**src/hw/brv_pkg.sv**
```systemverilog
package brv_pkg;
  // ****************************************
  // register map (byte addresses)
  // ****************************************
  localparam int AW = 16;
  localparam logic [AW-1:0] OFF_PAT_COL_LO = 16'h8110;
  localparam logic [AW-1:0] OFF_PAT_COL_HI = 16'h8114;
  localparam logic [AW-1:0] OFF_PAT_W0 = 16'h8120;
  localparam logic [AW-1:0] OFF_PAT_W1 = 16'h8124;
  localparam logic [AW-1:0] OFF_PAT_W2 = 16'h8128;
  localparam logic [AW-1:0] OFF_PAT_W3 = 16'h812c;
  localparam logic [AW-1:0] OFF_LV_WR = 16'h8140;
  localparam logic [AW-1:0] OFF_LV_RD = 16'h8144;
  localparam logic [AW-1:0] OFF_RASTER = 16'h8200;
  localparam logic [AW-1:0] OFF_LINE = 16'h8204;
  localparam logic [AW-1:0] OFF_BLOCK = 16'h8208;
  localparam logic [31:0] RST_WORD = 32'h0000_0000;
  // ****************************************
  // field positions
  // ****************************************
  localparam int RC_KEYED = 12;
  localparam int RC_SRC_SKIP = 11;
  localparam int RC_PAT_SKIP = 10;
  localparam int RC_PFMT_LSB = 8;
  localparam int RC_COMBINE_LSB = 0;
  localparam int LC_FETCH = 3;
  localparam int LC_MINOR_POS = 2;
  localparam int LC_MAJOR_POS = 1;
  localparam int LC_VMAJOR = 0;
  localparam int BC_REV_Y = 8;
  localparam int BC_SFMT_LSB = 6;
  localparam int PIX_W = 16;
  localparam logic [1:0] RESP_OKAY = 2'b00;
  localparam logic [1:0] RESP_SLVERR = 2'b10;
  // ****************************************
  // types
  // ****************************************
  typedef enum logic [1:0] {
    PF_SOLID = 2'b00, PF_MONO = 2'b01, PF_DITHER = 2'b10, PF_COLOUR = 2'b11
  } brv_pfmt_t;
  typedef enum logic [1:0] {
    SF_COLOUR = 2'b00, SF_MONO = 2'b01, SF_UNUSED = 2'b10, SF_GLYPH = 2'b11
  } brv_sfmt_t;
  typedef struct packed {
    logic valid;
    logic [PIX_W-1:0] src;
    logic [PIX_W-1:0] dst;
    logic src_bit;
    logic [6:0] pat_idx;
  } brv_pix_in_t;
  typedef struct packed {
    logic valid;
    logic [PIX_W-1:0] pat;
    logic [PIX_W-1:0] value;
    logic draw;
  } brv_pix_out_t;
  typedef struct packed {
    logic x_move;
    logic x_neg;
    logic y_move;
    logic y_neg;
  } brv_step_t;
endpackage

```
**src/hw/brv_regs.sv**
```systemverilog
// Design decision made here: the AXI4-Lite interface to the registers.
`timescale 1ns/1ps
module brv_regs
  import brv_pkg::*;
(
  // clock and reset
  input wire logic aclk,
  input wire logic aresetn,
  // axi4-lite write
  input wire logic [brv_pkg::AW-1:0] awaddr,
  input wire logic awvalid,
  output logic awready,
  input wire logic [31:0] wdata,
  input wire logic [3:0] wstrb,
  input wire logic wvalid,
  output logic wready,
  output logic [1:0] bresp,
  output logic bvalid,
  input wire logic bready,
  // axi4-lite read
  input wire logic [brv_pkg::AW-1:0] araddr,
  input wire logic arvalid,
  output logic arready,
  output logic [31:0] rdata,
  output logic [1:0] rresp,
  output logic rvalid,
  input wire logic rready,
  // pixel path
  input wire brv_pkg::brv_pix_in_t pix_in,
  output brv_pkg::brv_pix_out_t pix_out,
  // stepping requests
  input wire logic line_step,
  input wire logic line_minor,
  input wire logic row_end,
  // launches and stepping
  output logic raster_launch,
  output logic line_launch,
  output logic block_launch,
  output logic line_fetch_a,
  output logic source_expand,
  output brv_pkg::brv_step_t line_move,
  output brv_pkg::brv_step_t row_move
);
  import brv_pkg::*;

  // ****************************************
  // axi4-lite slave
  // ****************************************
  logic awready_q, wready_q, bvalid_q, arready_q, rvalid_q;
  logic aw_full_q, w_full_q;
  logic [AW-1:0] aw_addr_q;
  logic [31:0] w_data_q, rdata_q;
  logic [3:0] w_strb_q;
  logic [1:0] bresp_q, rresp_q;
  logic aw_take, w_take, ar_take, do_write, wr_hit;
  logic [31:0] rd_word;
  logic rd_hit;

  assign aw_take = awvalid & awready_q;
  assign w_take = wvalid & wready_q;
  assign ar_take = arvalid & arready_q;
  // the write lands only once both halves are held and the answer is free
  assign do_write = aw_full_q & w_full_q & ~bvalid_q;

  always_ff @(posedge aclk)
  begin
    if (!aresetn)
    begin
      aw_full_q <= 1'b0;
      awready_q <= 1'b0;
      aw_addr_q <= '0;
    end
    else
    begin
      if (aw_take)
      begin
        aw_full_q <= 1'b1;
        aw_addr_q <= awaddr;
      end
      else if (do_write)
        aw_full_q <= 1'b0;
      awready_q <= do_write | ~(aw_full_q | aw_take);
    end
  end

  always_ff @(posedge aclk)
  begin
    if (!aresetn)
    begin
      w_full_q <= 1'b0;
      wready_q <= 1'b0;
      w_data_q <= RST_WORD;
      w_strb_q <= 4'h0;
    end
    else
    begin
      if (w_take)
      begin
        w_full_q <= 1'b1;
        w_data_q <= wdata;
        w_strb_q <= wstrb;
      end
      else if (do_write)
        w_full_q <= 1'b0;
      wready_q <= do_write | ~(w_full_q | w_take);
    end
  end

  always_ff @(posedge aclk)
  begin
    if (!aresetn)
    begin
      bvalid_q <= 1'b0;
      bresp_q <= RESP_OKAY;
    end
    else if (do_write)
    begin
      bvalid_q <= 1'b1;
      bresp_q <= wr_hit ? RESP_OKAY : RESP_SLVERR;
    end
    else if (bready)
      bvalid_q <= 1'b0;
  end

  always_ff @(posedge aclk)
  begin
    if (!aresetn)
    begin
      rvalid_q <= 1'b0;
      arready_q <= 1'b0;
      rdata_q <= RST_WORD;
      rresp_q <= RESP_OKAY;
    end
    else
    begin
      if (ar_take)
      begin
        rvalid_q <= 1'b1;
        rdata_q <= rd_hit ? rd_word : RST_WORD;
        rresp_q <= rd_hit ? RESP_OKAY : RESP_SLVERR;
      end
      else if (rready)
        rvalid_q <= 1'b0;
      arready_q <= (rvalid_q & rready) | (~rvalid_q & ~ar_take);
    end
  end

  assign awready = awready_q;
  assign wready = wready_q;
  assign bvalid = bvalid_q;
  assign bresp = bresp_q;
  assign arready = arready_q;
  assign rvalid = rvalid_q;
  assign rdata = rdata_q;
  assign rresp = rresp_q;

  // ****************************************
  // register storage
  // ****************************************
  logic [31:0] col_lo_q, col_hi_q, lv_wr_q, lv_rd_q;
  logic [31:0] raster_q, line_q, block_q;
  logic [127:0] pat_q;

  function automatic logic [31:0] merge(input logic [31:0] old,
                                        input logic [31:0] nw,
                                        input logic [3:0] strb);
    logic [31:0] res;
    res = old;
    for (int b = 0; b < 4; b++)
      if (strb[b])
        res[8*b +: 8] = nw[8*b +: 8];
    return res;
  endfunction

  always_comb
  begin
    wr_hit = 1'b1;
    case (aw_addr_q)
      OFF_PAT_COL_LO, OFF_PAT_COL_HI, OFF_PAT_W0, OFF_PAT_W1, OFF_PAT_W2,
      OFF_PAT_W3, OFF_LV_WR, OFF_LV_RD, OFF_RASTER, OFF_LINE, OFF_BLOCK:
        wr_hit = 1'b1;
      default:
        wr_hit = 1'b0;
    endcase
  end

  generate
    for (genvar g = 0; g < 4; g++)
    begin : g_pat
      always_ff @(posedge aclk)
      begin
        if (!aresetn)
          pat_q[32*g +: 32] <= RST_WORD;
        else if (do_write && aw_addr_q == OFF_PAT_W0 + AW'(4 * g))
          pat_q[32*g +: 32] <= merge(pat_q[32*g +: 32], w_data_q, w_strb_q);
      end
    end
  endgenerate

  always_ff @(posedge aclk)
  begin
    if (!aresetn)
    begin
      col_lo_q <= RST_WORD;
      col_hi_q <= RST_WORD;
      lv_wr_q <= RST_WORD;
      lv_rd_q <= RST_WORD;
      raster_q <= RST_WORD;
      line_q <= RST_WORD;
      block_q <= RST_WORD;
    end
    else if (do_write)
    begin
      case (aw_addr_q)
        OFF_PAT_COL_LO: col_lo_q <= merge(col_lo_q, w_data_q, w_strb_q);
        OFF_PAT_COL_HI: col_hi_q <= merge(col_hi_q, w_data_q, w_strb_q);
        OFF_LV_WR: lv_wr_q <= merge(lv_wr_q, w_data_q, w_strb_q);
        OFF_LV_RD: lv_rd_q <= merge(lv_rd_q, w_data_q, w_strb_q);
        OFF_RASTER: raster_q <= merge(raster_q, w_data_q, w_strb_q) & 32'h0000_1fff;
        OFF_LINE: line_q <= merge(line_q, w_data_q, w_strb_q) & 32'h0000_000f;
        OFF_BLOCK: block_q <= merge(block_q, w_data_q, w_strb_q) & 32'h0000_01c0;
        default: ;
      endcase
    end
  end

  always_comb
  begin
    rd_hit = 1'b1;
    case (araddr)
      OFF_PAT_COL_LO: rd_word = col_lo_q;
      OFF_PAT_COL_HI: rd_word = col_hi_q;
      OFF_PAT_W0: rd_word = pat_q[31:0];
      OFF_PAT_W1: rd_word = pat_q[63:32];
      OFF_PAT_W2: rd_word = pat_q[95:64];
      OFF_PAT_W3: rd_word = pat_q[127:96];
      OFF_LV_WR: rd_word = lv_wr_q;
      OFF_LV_RD: rd_word = lv_rd_q;
      OFF_RASTER: rd_word = raster_q;
      OFF_LINE: rd_word = line_q;
      OFF_BLOCK: rd_word = block_q;
      default:
      begin
        rd_word = RST_WORD;
        rd_hit = 1'b0;
      end
    endcase
  end

  // ****************************************
  // launches
  // ****************************************
  logic raster_launch_q, line_launch_q, block_launch_q;

  always_ff @(posedge aclk)
  begin
    if (!aresetn)
      raster_launch_q <= 1'b0;
    else
      raster_launch_q <= do_write && aw_addr_q == OFF_RASTER;
  end

  always_ff @(posedge aclk)
  begin
    if (!aresetn)
      line_launch_q <= 1'b0;
    else
      line_launch_q <= do_write && aw_addr_q == OFF_LINE;
  end

  always_ff @(posedge aclk)
  begin
    if (!aresetn)
      block_launch_q <= 1'b0;
    else
      block_launch_q <= do_write && aw_addr_q == OFF_BLOCK;
  end

  assign raster_launch = raster_launch_q;
  assign line_launch = line_launch_q;
  assign block_launch = block_launch_q;

  // ****************************************
  // pixel path
  // ****************************************
  brv_pfmt_t pfmt;
  logic [7:0] combine;
  logic [PIX_W-1:0] colour [4];
  logic [PIX_W-1:0] pat_val, rop_val;
  logic pat_bit, draw;
  logic [1:0] dith_sel;
  brv_pix_out_t pix_out_q;

  assign pfmt = brv_pfmt_t'(raster_q[RC_PFMT_LSB +: 2]);
  assign combine = raster_q[RC_COMBINE_LSB +: 8];
  assign colour[0] = col_lo_q[15:0];
  assign colour[1] = col_lo_q[31:16];
  assign colour[2] = col_hi_q[15:0];
  assign colour[3] = col_hi_q[31:16];
  assign pat_bit = pat_q[pix_in.pat_idx];
  assign dith_sel = {pat_q[{pix_in.pat_idx[5:0], 1'b1}], pat_q[{pix_in.pat_idx[5:0], 1'b0}]};

  always_comb
  begin
    case (pfmt)
      PF_SOLID: pat_val = colour[0];
      PF_MONO: pat_val = pat_bit ? colour[1] : colour[0];
      PF_DITHER: pat_val = colour[dith_sel];
      PF_COLOUR: pat_val = pat_q[PIX_W*pix_in.pat_idx[2:0] +: PIX_W];
      default: pat_val = colour[0];
    endcase
  end

  generate
    for (genvar i = 0; i < PIX_W; i++)
    begin : g_rop
      assign rop_val[i] = combine[{pat_val[i], pix_in.src[i], pix_in.dst[i]}];
    end
  endgenerate

  // the key rides in the destination lane, so keyed use costs no extra port
  always_comb
  begin
    draw = 1'b1;
    if (raster_q[RC_KEYED] && pix_in.src == pix_in.dst)
      draw = 1'b0;
    if (raster_q[RC_SRC_SKIP] && !pix_in.src_bit)
      draw = 1'b0;
    if (raster_q[RC_PAT_SKIP] && !pat_bit)
      draw = 1'b0;
  end

  always_ff @(posedge aclk)
  begin
    if (!aresetn)
      pix_out_q <= '0;
    else
      pix_out_q <= '{valid: pix_in.valid, pat: pat_val, value: rop_val, draw: draw};
  end
  assign pix_out = pix_out_q;

  // ****************************************
  // line and row stepping
  // ****************************************
  logic line_fetch_q, source_expand_q;
  brv_step_t line_move_q, row_move_q;
  logic maj_neg, min_neg;

  assign maj_neg = ~line_q[LC_MAJOR_POS];
  assign min_neg = ~line_q[LC_MINOR_POS];

  always_ff @(posedge aclk)
  begin
    if (!aresetn)
      line_move_q <= '0;
    else if (!line_step)
      line_move_q <= '0;
    else if (line_q[LC_VMAJOR])
      line_move_q <= '{x_move: line_minor, x_neg: min_neg, y_move: 1'b1, y_neg: maj_neg};
    else
      line_move_q <= '{x_move: 1'b1, x_neg: maj_neg, y_move: line_minor, y_neg: min_neg};
  end

  always_ff @(posedge aclk)
  begin
    if (!aresetn)
      row_move_q <= '0;
    else if (!row_end)
      row_move_q <= '0;
    else if (brv_sfmt_t'(block_q[BC_SFMT_LSB +: 2]) == SF_GLYPH)
      row_move_q <= '{x_move: 1'b1, x_neg: 1'b0, y_move: 1'b0, y_neg: 1'b0};
    else
      row_move_q <= '{x_move: 1'b0, x_neg: 1'b0, y_move: 1'b1, y_neg: block_q[BC_REV_Y]};
  end

  always_ff @(posedge aclk)
  begin
    if (!aresetn)
    begin
      line_fetch_q <= 1'b0;
      source_expand_q <= 1'b0;
    end
    else
    begin
      line_fetch_q <= line_q[LC_FETCH];
      source_expand_q <= block_q[BC_SFMT_LSB];
    end
  end

  assign line_fetch_a = line_fetch_q;
  assign source_expand = source_expand_q;
  assign line_move = line_move_q;
  assign row_move = row_move_q;
endmodule

```
**config.mk**
```make
export PLATFORM = sky130hd
export DESIGN_NAME = brv_regs
export DESIGN_NICKNAME = d
export VERILOG_FILES = /design/src/hw/brv_pkg.sv /design/src/hw/brv_regs.sv
export SDC_FILE = /design/constraint.sdc
export NUM_CORES = 1
export LEC_CHECK = 0
export ABC_CLOCK_PERIOD_IN_PS = 4450
export BUFFER_PORTS_ARGS = -buffer_cell sky130_fd_sc_hd__buf_2
export CORE_UTILIZATION = 45
export DETAILED_ROUTE_END_ITERATION = 6
export GPL_TIMING_DRIVEN = 0
export SLEW_MARGIN = 0
export SYNTH_ARGS = -nofsm -noshare
export SYNTH_HDL_FRONTEND = slang
export SYNTH_SLANG_ARGS = --single-unit
```
**constraint.sdc**
```tcl
create_clock -name aclk -period 4.45 [get_ports aclk]
set_input_delay 0.89 -clock aclk [delete_from_list [all_inputs] [get_ports aclk]]
set_output_delay 0.89 -clock aclk [all_outputs]
set_load 0.03 [all_outputs]
```
==> qor.yml <==
drt:
  wl_um: 114000
  wl_per_cell_um: 32.0
  met2_wirelength_um: 46300
  met3WireLength_um: 15000
  dr.max_layer_used: "met5"
  via_per_inst: 6.53
  num_vias: 23164
  met1_length_um: 44500
  drc: 15
  antenna_left: 0
  drt_iter0_drc: 3254
  dr.pass1.iters: 7
sta:
  holdWs_ns: 0.449
  max_freq_mhz: 223
  worst_slack_ns: -0.0421
  finalCritPeriodShare_pct: 101
  finalHoldViolCount: 0
  slew_violations: 17
  period_needed_ns: 4.49
  rsz0062_at_grt: "false"
  setup_tns_ns: -0.0421
  setup_viol: 1
  fin_skew_ns: 0.0174
  maxSlewHeadroom_pct: -3.72
  tightest_slew_ns: 1.56
worst_setup_path:
  critical-path-top-delay-family: "simple AND/OR/NAND/NOR gates"
  crit_top_cell: "nand2_1"
  critPathSlowestCell: "nor3b_1"
  critPathBufInv: 2
  worst_path_largest_cell_delay_ns: 1.24
  r2r-start: "w_full_q"
  cp.arrival_ns: 4.90
  critical_path.cell_chain: "inv_1, nor3b_1, clkbuf_1, nand2_1, nor2_1, nand2_1, a21boi_0"
  endpoint_kind: "flop"
  start_kind: "flop"
  crit_type: "reg2reg"
  critPathLaunch: "w_full_q"
  cp_max_fo: 10
  worst-endpoint-required_ns: 4.86
die:
  dieHeight_um: 229
  core_sq_um: 50500
  die_area_sq_um: 52400
  die_w_um: 229
  initial_core_util_pct: 45.9
  ios: 207
  rows: 82
synth:
  yosysTopAreaCell: "dfxtp_1"
  synth_edf_count: 0
  yosysMostFrequentCell: "nand2_1"
  synthCells: 2587
  synth_area_leaders: "dfxtp_1, mux4_2, a21boi_0, nand2_1, mux2i_1"
  async_flop_share_pct: 0
  ys_ff_latch: 415
  yosys-top-cells-count: "nand2_1, dfxtp_1, a21boi_0, nand3_1, clkbuf_1"
  yosys.area.top_type_share_pct: 35.9
  synth_cell_types: 71
  seq_area_frac_synth_pct: 35.9
  synth_area_sq_um: 23200
  synth_warnings: 0
  synth-main-ff-cell: "dfxtp_1"
  syn_area_per_cell_sq_um: 8.95
final_layout:
  nets: 2952
  syn_to_final_growth_pct: 14.0
  drive_above_1_share_pct: 17.0
run_status:
  violations: "DRC, capacitance limit, slew limit, setup timing"
  status: "finished with violations"
global_route:
  grt_start_max_net_pins: 15
  grt_pass1_vias: 21698
  grt-ovfl-total: 0
  grt_pass1_wl_um: 158000
  track_usage_pct: 42.5
  antenna_found_initial: 5
cts:
  clk_pin_slew_ns: 0.06
  cts_tree: "yes"
  cts_root_buf: "clkbuf_16"
  numCtsBuffers: 45
  cts_resized: 0
  cts_sinks: 415
  clk_path_buf_depth: 3
  cts_hold_buf: 0
  h-tree-depth: 2
  clk_latency_ns: 0.60
  post-cts-setup-buffer-count: 0
pwr:
  p_leak_nw: 8.94
  peakVddDrop_uv: 334
  power_w: 0.00811
  power_density_nw_per_um2: 307
place:
  port-buffer-count: 197
  dp_hpwl_um: 88100
  place_congestion: 1.08
  pre_cts_slack_ns: -0.235
run:
  drv_cap: 2
min_path:
  hp-class: "reg2reg"
  min_from: "rdata[26]"
==> power breakdown <==
part           total [W]  switching, W  leakage, nW  internal [W]
sequential       0.00376     0.0000164         3.35       0.00375
clock            0.00365       0.00166        0.694       0.00199
combinational   0.000690      0.000454         4.90      0.000237
==> state kept, by name (all words and copies together) (netlist names), 13 cells and up <==
name       count
aw_addr_q     16
col_hi_q      32
col_lo_q      32
lv_rd_q       32
lv_wr_q       32
pat_q        128
pix_out       34
raster_q      13
rdata         32
w_data_q      32
==> layout by cell type, fill, tap and decap left out, drive strengths merged, types with 7 or more instances in the layout <==
| master | count |
|---|---|
| inv | 20 |
| nor3 | 7 |
| a21oi | 22 |
| a222oi | 25 |
| and3 | 10 |
| and2 | 14 |
| o21ai | 63 |
| a21boi | 313 |
| o22ai | 7 |
| clkinv | 17 |
| dfxtp | 415 |
| xor2 | 16 |
| o311a | 15 |
| a211oi | 22 |
| mux4 | 111 |
| mux2 | 37 |
| a41o | 9 |
| a221oi | 19 |
| o211a | 14 |
| nor4 | 9 |
| mux2i | 167 |
| nand2b | 17 |
| nor2 | 77 |
| nor2b | 95 |
| a22oi | 46 |
| nand2 | 503 |
| nand3 | 224 |
| buf | 247 |
| a31o | 20 |
| clkbuf | 250 |
==> cell type report <==
| class | instances | area, sq um |
|---|---|---|
| fill | 4855 | 24100 |
| multi-input combinational | 1916 | 13800 |
| sequential | 415 | 8310 |
| clock buffer | 62 | 1260 |
| buffer | 238 | 1030 |
| timing repair buffer | 197 | 986 |
| tap | 672 | 841 |
| clock inverter | 19 | 140 |
| inverter | 20 | 75.1 |
| antenna | 6 | 15.0 |
==> cell families after synthesis <==
logic type	synth area share, %
flip-flops	35.9
AND/OR/NAND/NOR	19.3
multiplexers	19.8
AO/OA/AOI/OAI	19.6
other	0.0162
buffers and inverters	4.75
XOR/XNOR	0.643
==> worst paths after layout <==
check,endpoint,slack (ns),cells past startpoint
worst max-delay path,raster_q[8],-0.04,7
worst max register to register,raster_q[8],-0.04,7
worst min register to register,rdata[26],0.45,2
worst min-delay path,rdata[26],0.45,2
==> through the flow <==
step	utilization (%)	instances	cell area [sq um]
final	52.3	3545	26400
after floorplan	-	2589	23200
after CTS	52.3	3539	26400
after detailed placement	49.5	3458	25000
after global routing	52.3	3541	26400
after global placement	49.5	3458	25000
==> layer usage <==
metal	global-route usage, %	vias up
met5	1.29	-
met4	25.5	2
met3	14.7	324
met2	60.3	1646
met1	55.2	11338
li1	-	9854
==> worst register-to-register path, delay by kind of cell (launching register included) <==
family | cells | cell delay [ns]
flops | 1 | 0.30
compound gates | 1 | 0.73
buf+inv | 2 | 0.82
simple gates | 4 | 2.46
Note: power is estimated with default switching activity, not from simulation.
